==> src/design/exec_pkg.sv <==
package exec_pkg;

  // ----------------------------------------------------------------
  // Widths and data pointer layout
  // ----------------------------------------------------------------
  localparam int NIB_W = 4;
  localparam int DP_ADDR_W = 10;
  localparam int DP_BANK_LSB = 8;
  localparam int DP_FILE_LSB = 4;

  // ----------------------------------------------------------------
  // Values after reset and fixed nibbles
  // ----------------------------------------------------------------
  localparam logic [3:0] NIB_RST = 4'h0;
  localparam logic [7:0] WIDE_RST = 8'h00;
  localparam logic [2:0] PAGE_RST = 3'h0;
  localparam logic [1:0] BANK_RST = 2'h0;
  localparam logic [3:0] ROW_WRAP_LOW = 4'h0;
  localparam logic [3:0] ROW_WRAP_HIGH = 4'hf;
  localparam logic [3:0] ROW_STEP = 4'h1;

  // ----------------------------------------------------------------
  // Decoded operations and sequencer states
  // ----------------------------------------------------------------
  typedef enum logic [4:0] {
    op_nop, op_b_to_acc, op_acc_to_b, op_row_to_acc, op_acc_to_row,
    op_pack_wide_reg, op_unpack_wide_reg, op_acc_to_page_reg,
    op_page_reg_to_acc, op_bank_to_acc, op_file_to_acc,
    op_stackptr_to_acc, op_load_file_row_imm, op_load_bank_imm,
    op_increment_row_skip, op_decrement_row_skip, op_load_acc_from_ram,
    op_swap_acc_ram, op_swap_acc_ram_dec, op_swap_acc_ram_inc,
    op_store_acc_to_ram
  } op_t;

  typedef enum logic [1:0] {
    st_fetch = 2'b01,
    st_exec = 2'b10
  } state_t;

endpackage

==> src/design/nibble_ram.sv <==
`timescale 1ns/100ps
module nibble_ram #(
  parameter int ADDR_W = exec_pkg::DP_ADDR_W,
  parameter int DATA_W = exec_pkg::NIB_W
) (
  // Clock
  input wire logic clk,
  // Single shared address
  input wire logic [ADDR_W-1:0] addr,
  // Write side
  input wire logic we,
  input wire logic [DATA_W-1:0] wdata,
  // Registered read data, valid one edge after addr
  output logic [DATA_W-1:0] rdata_q
);

  logic [DATA_W-1:0] mem [2**ADDR_W];

  // No reset: contents are undefined until software writes them
  always_ff @(posedge clk) begin
    if (we) begin
      mem[addr] <= wdata;
    end
    rdata_q <= mem[addr];
  end

endmodule

==> src/design/nibble_transfer_ram_exec.sv <==
// Functional notes
// - Register-transfer copies B into A.
// - Reverse transfer copies A into B.
// - Copy Y into A.
// - Copy A into Y.
// - Pack: B into upper nibble of E, A into lower nibble.
// - Unpack: E upper nibble into B, lower nibble into A.
// - Load three-bit D from A bits two to zero.
// - Load A bits two to zero from D.
// - Load A bits one and zero from two-bit Z.
// - Copy X into A.
// - Load A bits two to zero from the stack pointer.
// - Paired immediate load writes first field to X, second to Y.
// - In a run of paired X/Y loads only the first executes.
// - Bank load writes the two-bit immediate into Z.
// - Increment Y modulo sixteen; skip next instruction when it becomes zero.
// - Decrement Y modulo sixteen; skip next instruction when it becomes 15.
// - Load A from pointed RAM nibble, then X ^= immediate.
// - Swap A with pointed RAM nibble, then X ^= immediate.
// - Swap, X update, decrement Y; skip next when Y becomes 15.
// - Swap, X update, increment Y; skip next when Y becomes zero.
// - Store A to pointed RAM nibble, then X ^= immediate.
`timescale 1ns/100ps
module nibble_transfer_ram_exec (
  // Clock and reset
  input wire logic clk,
  input wire logic rst,
  // Decoded instruction: hi is x, lo is y, z or j
  input wire logic instr_valid,
  input wire exec_pkg::op_t instr_op,
  input wire logic [3:0] instr_imm_hi,
  input wire logic [3:0] instr_imm_lo,
  // Stack pointer of the call logic
  input wire logic [2:0] stack_pointer,
  // Sequencing
  output logic instr_ready,
  output logic retire,
  output logic skipped,
  // Architectural registers
  output logic [3:0] acc,
  output logic [3:0] reg_b,
  output logic [3:0] file_x,
  output logic [3:0] row_y,
  output logic [7:0] wide_e,
  output logic [2:0] page_d,
  output logic [1:0] bank_z
);

  // ----------------------------------------------------------------
  // Helpers
  // ----------------------------------------------------------------
  // Returns {skip, new row}; skip on wrap in the step direction
  function automatic logic [4:0] row_step(input logic [3:0] y,
                                          input logic up);
    logic [3:0] n;
    n = up ? y + exec_pkg::ROW_STEP : y - exec_pkg::ROW_STEP;
    row_step = {(up ? n == exec_pkg::ROW_WRAP_LOW
                    : n == exec_pkg::ROW_WRAP_HIGH), n};
  endfunction

  // ----------------------------------------------------------------
  // State
  // ----------------------------------------------------------------
  exec_pkg::state_t state_q, state_d;
  exec_pkg::op_t op_q, op_d;
  logic [3:0] imm_hi_q, imm_hi_d, imm_lo_q, imm_lo_d;
  logic [3:0] acc_q, acc_d, b_q, b_d, x_q, x_d, y_q, y_d;
  logic [7:0] e_q, e_d;
  logic [2:0] d_q, d_d;
  logic [1:0] z_q, z_d;
  logic skip_q, skip_d, squash_q, squash_d, last_lxy_q, last_lxy_d;
  logic ready_q, ready_d, retire_q, retire_d, skipped_q, skipped_d;
  logic [4:0] step;
  logic run;
  logic ram_we;
  logic [exec_pkg::NIB_W-1:0] ram_rdata;
  logic [exec_pkg::DP_ADDR_W-1:0] dp;

  assign run = (state_q == exec_pkg::st_exec) && !squash_q;
  assign dp = {z_q, x_q, y_q};

  // Read is issued while fetching, so the nibble is ready for execute;
  // X, Y and Z only change at the end of execute, so the address holds.
  nibble_ram #(
    .ADDR_W(exec_pkg::DP_ADDR_W),
    .DATA_W(exec_pkg::NIB_W)
  ) u_ram (
    .clk(clk),
    .addr(dp),
    .we(ram_we),
    .wdata(acc_q),
    .rdata_q(ram_rdata)
  );

  // ----------------------------------------------------------------
  // Next state
  // ----------------------------------------------------------------
  always_comb begin
    state_d = state_q;
    op_d = op_q;
    imm_hi_d = imm_hi_q;
    imm_lo_d = imm_lo_q;
    acc_d = acc_q;
    b_d = b_q;
    x_d = x_q;
    y_d = y_q;
    e_d = e_q;
    d_d = d_q;
    z_d = z_q;
    skip_d = skip_q;
    squash_d = squash_q;
    last_lxy_d = last_lxy_q;
    retire_d = 1'b0;
    skipped_d = 1'b0;
    ram_we = 1'b0;
    step = 5'h00;
    unique case (state_q)
      exec_pkg::st_fetch: begin
        if (instr_valid) begin
          state_d = exec_pkg::st_exec;
          op_d = instr_op;
          imm_hi_d = instr_imm_hi;
          imm_lo_d = instr_imm_lo;
          // A pending skip or a repeated paired load is discarded
          squash_d = skip_q ||
                     (last_lxy_q &&
                      instr_op == exec_pkg::op_load_file_row_imm);
          last_lxy_d = instr_op == exec_pkg::op_load_file_row_imm;
          skip_d = 1'b0;
        end
      end
      exec_pkg::st_exec: begin
        state_d = exec_pkg::st_fetch;
        retire_d = !squash_q;
        skipped_d = squash_q;
        if (!squash_q) begin
          unique case (op_q)
            exec_pkg::op_b_to_acc: acc_d = b_q;
            exec_pkg::op_acc_to_b: b_d = acc_q;
            exec_pkg::op_row_to_acc: acc_d = y_q;
            exec_pkg::op_acc_to_row: y_d = acc_q;
            exec_pkg::op_pack_wide_reg: e_d = {b_q, acc_q};
            exec_pkg::op_unpack_wide_reg: begin
              b_d = e_q[7:4];
              acc_d = e_q[3:0];
            end
            exec_pkg::op_acc_to_page_reg: d_d = acc_q[2:0];
            // Upper bits of A are cleared on partial loads
            exec_pkg::op_page_reg_to_acc: acc_d = {1'b0, d_q};
            exec_pkg::op_bank_to_acc: acc_d = {2'b00, z_q};
            exec_pkg::op_file_to_acc: acc_d = x_q;
            exec_pkg::op_stackptr_to_acc: begin
              acc_d = {1'b0, stack_pointer};
            end
            exec_pkg::op_load_file_row_imm: begin
              x_d = imm_hi_q;
              y_d = imm_lo_q;
            end
            exec_pkg::op_load_bank_imm: z_d = imm_lo_q[1:0];
            exec_pkg::op_increment_row_skip: begin
              step = row_step(y_q, 1'b1);
              {skip_d, y_d} = step;
            end
            exec_pkg::op_decrement_row_skip: begin
              step = row_step(y_q, 1'b0);
              {skip_d, y_d} = step;
            end
            exec_pkg::op_load_acc_from_ram: begin
              acc_d = ram_rdata;
              x_d = x_q ^ imm_lo_q;
            end
            exec_pkg::op_swap_acc_ram: begin
              ram_we = 1'b1;
              acc_d = ram_rdata;
              x_d = x_q ^ imm_lo_q;
            end
            exec_pkg::op_swap_acc_ram_dec: begin
              ram_we = 1'b1;
              acc_d = ram_rdata;
              x_d = x_q ^ imm_lo_q;
              step = row_step(y_q, 1'b0);
              {skip_d, y_d} = step;
            end
            exec_pkg::op_swap_acc_ram_inc: begin
              ram_we = 1'b1;
              acc_d = ram_rdata;
              x_d = x_q ^ imm_lo_q;
              step = row_step(y_q, 1'b1);
              {skip_d, y_d} = step;
            end
            exec_pkg::op_store_acc_to_ram: begin
              ram_we = 1'b1;
              x_d = x_q ^ imm_lo_q;
            end
            default: begin
            end
          endcase
        end
      end
      default: state_d = exec_pkg::st_fetch;
    endcase
    ready_d = state_d == exec_pkg::st_fetch;
  end

  // ----------------------------------------------------------------
  // Registers
  // ----------------------------------------------------------------
  always_ff @(posedge clk or posedge rst) begin
    if (rst) begin
      state_q <= exec_pkg::st_fetch;
      op_q <= exec_pkg::op_nop;
      imm_hi_q <= exec_pkg::NIB_RST;
      imm_lo_q <= exec_pkg::NIB_RST;
      acc_q <= exec_pkg::NIB_RST;
      b_q <= exec_pkg::NIB_RST;
      x_q <= exec_pkg::NIB_RST;
      y_q <= exec_pkg::NIB_RST;
      e_q <= exec_pkg::WIDE_RST;
      d_q <= exec_pkg::PAGE_RST;
      z_q <= exec_pkg::BANK_RST;
      skip_q <= 1'b0;
      squash_q <= 1'b0;
      last_lxy_q <= 1'b0;
      ready_q <= 1'b1;
      retire_q <= 1'b0;
      skipped_q <= 1'b0;
    end else begin
      state_q <= state_d;
      op_q <= op_d;
      imm_hi_q <= imm_hi_d;
      imm_lo_q <= imm_lo_d;
      acc_q <= acc_d;
      b_q <= b_d;
      x_q <= x_d;
      y_q <= y_d;
      e_q <= e_d;
      d_q <= d_d;
      z_q <= z_d;
      skip_q <= skip_d;
      squash_q <= squash_d;
      last_lxy_q <= last_lxy_d;
      ready_q <= ready_d;
      retire_q <= retire_d;
      skipped_q <= skipped_d;
    end
  end

  assign instr_ready = ready_q;
  assign retire = retire_q;
  assign skipped = skipped_q;
  assign acc = acc_q;
  assign reg_b = b_q;
  assign file_x = x_q;
  assign row_y = y_q;
  assign wide_e = e_q;
  assign page_d = d_q;
  assign bank_z = z_q;
endmodule

==> config.mk <==
export PLATFORM = sky130hd
export DESIGN_NAME = nibble_transfer_ram_exec
export DESIGN_NICKNAME = d
export VERILOG_FILES = /design/src/design/exec_pkg.sv /design/src/design/nibble_ram.sv /design/src/design/nibble_transfer_ram_exec.sv
export SDC_FILE = /design/constraint.sdc
export NUM_CORES = 2
export LEC_CHECK = 0
export BUFFER_PORTS_ARGS = -buffer_cell sky130_fd_sc_hd__buf_2
export CAP_MARGIN = 5
export CELL_PAD_IN_SITES_DETAIL_PLACEMENT = 1
export CELL_PAD_IN_SITES_GLOBAL_PLACEMENT = 1
export CORE_UTILIZATION = 60
export CTS_BUF_LIST = sky130_fd_sc_hd__clkbuf_2
export CTS_CLUSTER_SIZE = 10
export DETAILED_ROUTE_END_ITERATION = 8
export PLACE_DENSITY = 0.95
export SYNTH_ARGS = -nofsm -noshare
export SYNTH_HDL_FRONTEND = slang
export SYNTH_SLANG_ARGS = --single-unit
==> constraint.sdc <==
create_clock -name clk -period 35.7 [get_ports clk]
set_clock_uncertainty 0.2 [all_clocks]
set_input_delay 7.14 -clock clk [delete_from_list [all_inputs] [get_ports clk]]
set_output_delay 7.14 -clock clk [all_outputs]
set_load 0.01 [all_outputs]
==> flow_summary_export.csv, run 1 <==
group,metric,value,unit
clocking,cts_buffers,926,
yosys,synth_most_common_cell,"edfxtp_1",
yosys,syn_nets,9736,
placement,io_buffers,50,
placement,dp_hpwl,328000,um
clocking,clock_sinks,4150,
yosys,synth_top_cells_by_count,"edfxtp_1, mux2i_1, nor2_1",
yosys,async_flop_share,1.205,%
run_status,tool.error,"[ERROR GRT-0232] Routing congestion too high. Check the congestion heatmap in the GUI.",
placement,gp_congestion,0.8869,
yosys,synth_edf_count,4096,
grt,antenna_found_initial,136,
run_status,stop_stage,"global routing (5_1_grt)",
clocking,postCtsSetupBuffers,0,
yosys,netlist_instances,9711,
floorplan,pin_count,51,
yosys,yosysSeqAreaShare,75.97,%
yosys,synth_top_flop_cell,"edfxtp_1",
floorplan,fp.dieH,524.3,um
placement,dp_cells,12854,
clocking,clockBufferDepth,4,
floorplan,start_util,60.39,%
yosys,ys_top_cells_by_area,"edfxtp_1, mux2i_1, nor2_1, o22ai_1, mux4_2",
clocking,hold_buffers,0,
yosys,synth.top_cell.area_share,75.16,%
yosys,yosys.area.top_type,"edfxtp_1",
floorplan,rows,191,
yosys,syn-cell-area,163700,um^2
yosys,synth.avg_cell_area,16.85,um^2
clocking,cts_max_level,6,
yosys,yosys_warnings,0,
floorplan,fp.dieW,524.3,um
grt,grt_max_degree,240,
yosys,ys_seq_elements,4150,
run_status,outcome,"stopped before the end",
grt,gr-total-overflow,95,
yosys,yosys.cell_types.count,75,
clocking,cts_resized,0,
clocking,root_buffer,"clkbuf_2",
grt,grt.total_usage,70.89,%
routing by layer:
metal / GRT usage (%) / overflow
met5: 49.74 / 1
met4: 69.09 / 43
met3: 64.86 / 2
met2: 81.67 / 47
met1: 67.92 / 2
metrics by stage:
| stage | utilization, % | setup slack [ns] | hold WS, ns | cell area, um^2 |
|---|---|---|---|---|
| after floorplan | - | 16.42 | 0.2404 | 163700 |
| after global placement | 61.81 | 26.78 | 0.2706 | 167500 |
| after detailed placement | 61.82 | 26.63 | 0.2777 | 167500 |
| after CTS | 64.96 | 24.60 | 0.3007 | 176000 |
kinds of logic after synthesis:
family | synth area share, %
compound gates | 4.242
xor+xnor | 0.01071
fa+ha+maj | 0.04587
buf+inv | 1.930
flops | 75.97
mux | 13.02
simple gates | 4.787
==> run 2, diff against run 1 <==
- CELL_PAD_IN_SITES_DETAIL_PLACEMENT: 1 -> not set
- CELL_PAD_IN_SITES_GLOBAL_PLACEMENT: 1 -> not set
- CORE_UTILIZATION: 60 -> 40
- CTS_BUF_LIST: sky130_fd_sc_hd__clkbuf_2 -> not set
- CTS_CLUSTER_SIZE: 10 -> not set
- PLACE_DENSITY: 0.95 -> not set
- PLACE_DENSITY_LB_ADDON: not set -> 0.15
==> flow_summary_export.csv, run 2 <==
group,metric,value,unit
run_status,outcome,"finished clean",
yosys,yosys_warnings,0,
floorplan,core,406700,um^2
clocking,cts_max_level,5,
flow_run,maxCapViolations,0,
worst_setup_path,path_class,"register to primary output",
routing,vias_per_cell,5.817,
worst_setup_path,reg2reg_slack,27.94,ns
worst_setup_path,cpPeakStageDelay,0.92,ns
routing,antenna_left,0,
final_layout,largest_register_ffs,4096,
yosys,yosysSeqAreaShare,75.97,%
pwr,power.total,0.01443,W
yosys,synth.top_cell.area_share,75.16,%
yosys,syn_nets,9736,
yosys,synth_most_common_cell,"edfxtp_1",
clocking,clockBufferDepth,4,
sta,finalSetupViolCount,0,
min_path,worstHoldPathCells,1,
worst_setup_path,worstPathArrival,2.18,ns
min_path,hold_end,"instr_ready",
clocking,hold_buffers,0,
sta,max_slew.worst_pin.slew,1.225,ns
worst_setup_path,endpoint_kind,"primary output",
floorplan,pin_count,51,
routing,via_count,90413,
final_layout,layout_common_cells,"edfxtp_1, mux2i_1, nor2_1",
routing,post_drt_wl_per_cell,32.80,um
worst_setup_path,timing.critical_path.slowest_stage_cell,"dfrtp_4",
yosys,synth.avg_cell_area,16.85,um^2
clocking,worstSkewPairLatency,1.00,ns
yosys,synth_top_flop_cell,"edfxtp_1",
floorplan,fp.dieW,641.6,um
sta,rsz0062_at_grt,"no",
worst_setup_path,cp_cell_sequence,"buf_2",
worst_setup_path,crit_fanout,42,
routing,drtIter0Drc,10976,
final_layout,syn_to_final_growth,12.42,%
final_layout,final_cells,15544,
sta,final-hold-violation-count,0,
yosys,netlist_instances,9711,
clocking,postCtsSetupBuffers,0,
min_path,hold_class,"register to register",
worst_setup_path,reg2reg_depth,11,
yosys,async_flop_share,1.205,%
floorplan,die_area,411700,um^2
placement,io_buffers,50,
clocking,clock_sinks,4150,
worst_setup_path,critPathBufInv,1,
placement,dp_cells,14753,
worst_setup_path,crit_path_start_kind,"register",
final_layout,final_net_count,9777,
worst_setup_path,worst_r2r_endpoint,"u_ram.rdata_q[0]",
clocking,cts_buffers,425,
clocking,root_buffer,"clkbuf_16",
placement,gp_congestion,0.8157,
pwr,power_density,78.41,nW/um^2
sta,slew_violations,0,
grt,grt_max_degree,200,
worst_setup_path,timing.rr.start,"row_y[1]",
yosys,syn-cell-area,163700,um^2
placement,dp_hpwl,294700,um
sta,layout_min_cycle_time,9.519,ns
clocking,cts_resized,0,
floorplan,rows,234,
grt,antenna_found_initial,56,
sta,max_slew_margin,17.81,%
sta,fin_tns_setup,0,ns
yosys,synth_edf_count,4096,
yosys,yosys.cell_types.count,75,
yosys,synth_top_cells_by_count,"edfxtp_1, mux2i_1, nor2_1",
routing,drtPass1Iterations,6,
grt,gr-total-overflow,0,
sta,fmax,105.1,MHz
grt,grt_pass1_vias,89448,
pwr,ir_drop,75.93,uV
yosys,yosys.area.top_type,"edfxtp_1",
pwr,p_leak,59.43,nW
sta,holdWs,0.2850,ns
grt,grt_pass1_wl,703600,um
yosys,ys_seq_elements,4150,
routing,wl,509900,um
clocking,cts_tree,"yes",
clocking,clkTransAtPathRegs,0.06,ns
worst_setup_path,cpLargestDelayFamily,"flip-flops",
floorplan,start_util,40.24,%
yosys,ys_top_cells_by_area,"edfxtp_1, mux2i_1, nor2_1, o22ai_1, mux4_2",
grt,grt.total_usage,24.28,%
min_path,min_from,"state_q[0]",
routing,drc_errors,0,
sta,timing.final.crit_share,26.66,%
worst_setup_path,crit_required,28.36,ns
final_layout,final_common_cell,"edfxtp_1",
floorplan,fp.dieH,641.6,um
final_layout,drive_above_1_share,11.08,%
final_layout,top_register,"u_ram.mem",
## run 2: metal layers
metal  vias up  wire, um  GRT usage [%]
met5         -        68              0
met4        10     16560          7.482
met3       755     39430          3.790
met2      3820    240200          39.13
met1     47449    213600          33.90
li1      38379         -              -
## run 2: per-stage QoR
| step | utilization, % | setup WS (ns) | area [um^2] |
|---|---|---|---|
| 3_3_place_gp | 41.85 | 26.78 | 170200 |
| 2_1_floorplan | - | 16.42 | 163700 |
| 4_1_cts | 45.24 | 26.06 | 184000 |
| 3_5_place_dp | 41.86 | 26.75 | 170200 |
| 5_1_grt | 45.24 | 26.08 | 184000 |
| 6_report | 45.24 | 26.18 | 184000 |
## run 2: area by class of cell
cell class              count  area, um^2
diodes                      4       10.01
clock inverters           281        2660
fillers                 35091      222700
multi-input cells        4872       36640
well taps                5428        6792
flip-flops and latches   4150      124400
clock buffers             506       11090
inverters                  10       37.54
repair buffers            293        2391
## run 2: power breakdown
group	internal [W]	switching, W
clock	0.00254	0.00189
sequential	0.00596	0.0000989
combinational	0.00110	0.00283
## run 2: worst max path at each step
| stage | start | to | depth (start not counted) |
|---|---|---|---|
| after detailed placement | instr_valid | last_lxy_q | 4 |
| after global placement | instr_valid | last_lxy_q | 4 |
| final | row_y[1] | row_y[1] | 1 |
| after floorplan | acc[2] | acc[2] | 0 |
| after CTS | row_y[1] | row_y[1] | 1 |
| after global routing | row_y[1] | row_y[1] | 1 |
## run 2: logic make-up after synthesis
logic type      synth area share [%]
flops                          75.97
mux                            13.02
simple gates                   4.787
compound gates                 4.242
buf+inv                        1.930
fa+ha+maj                    0.04587
xor+xnor                     0.01071
Note: power is estimated with default switching activity, not from simulation.
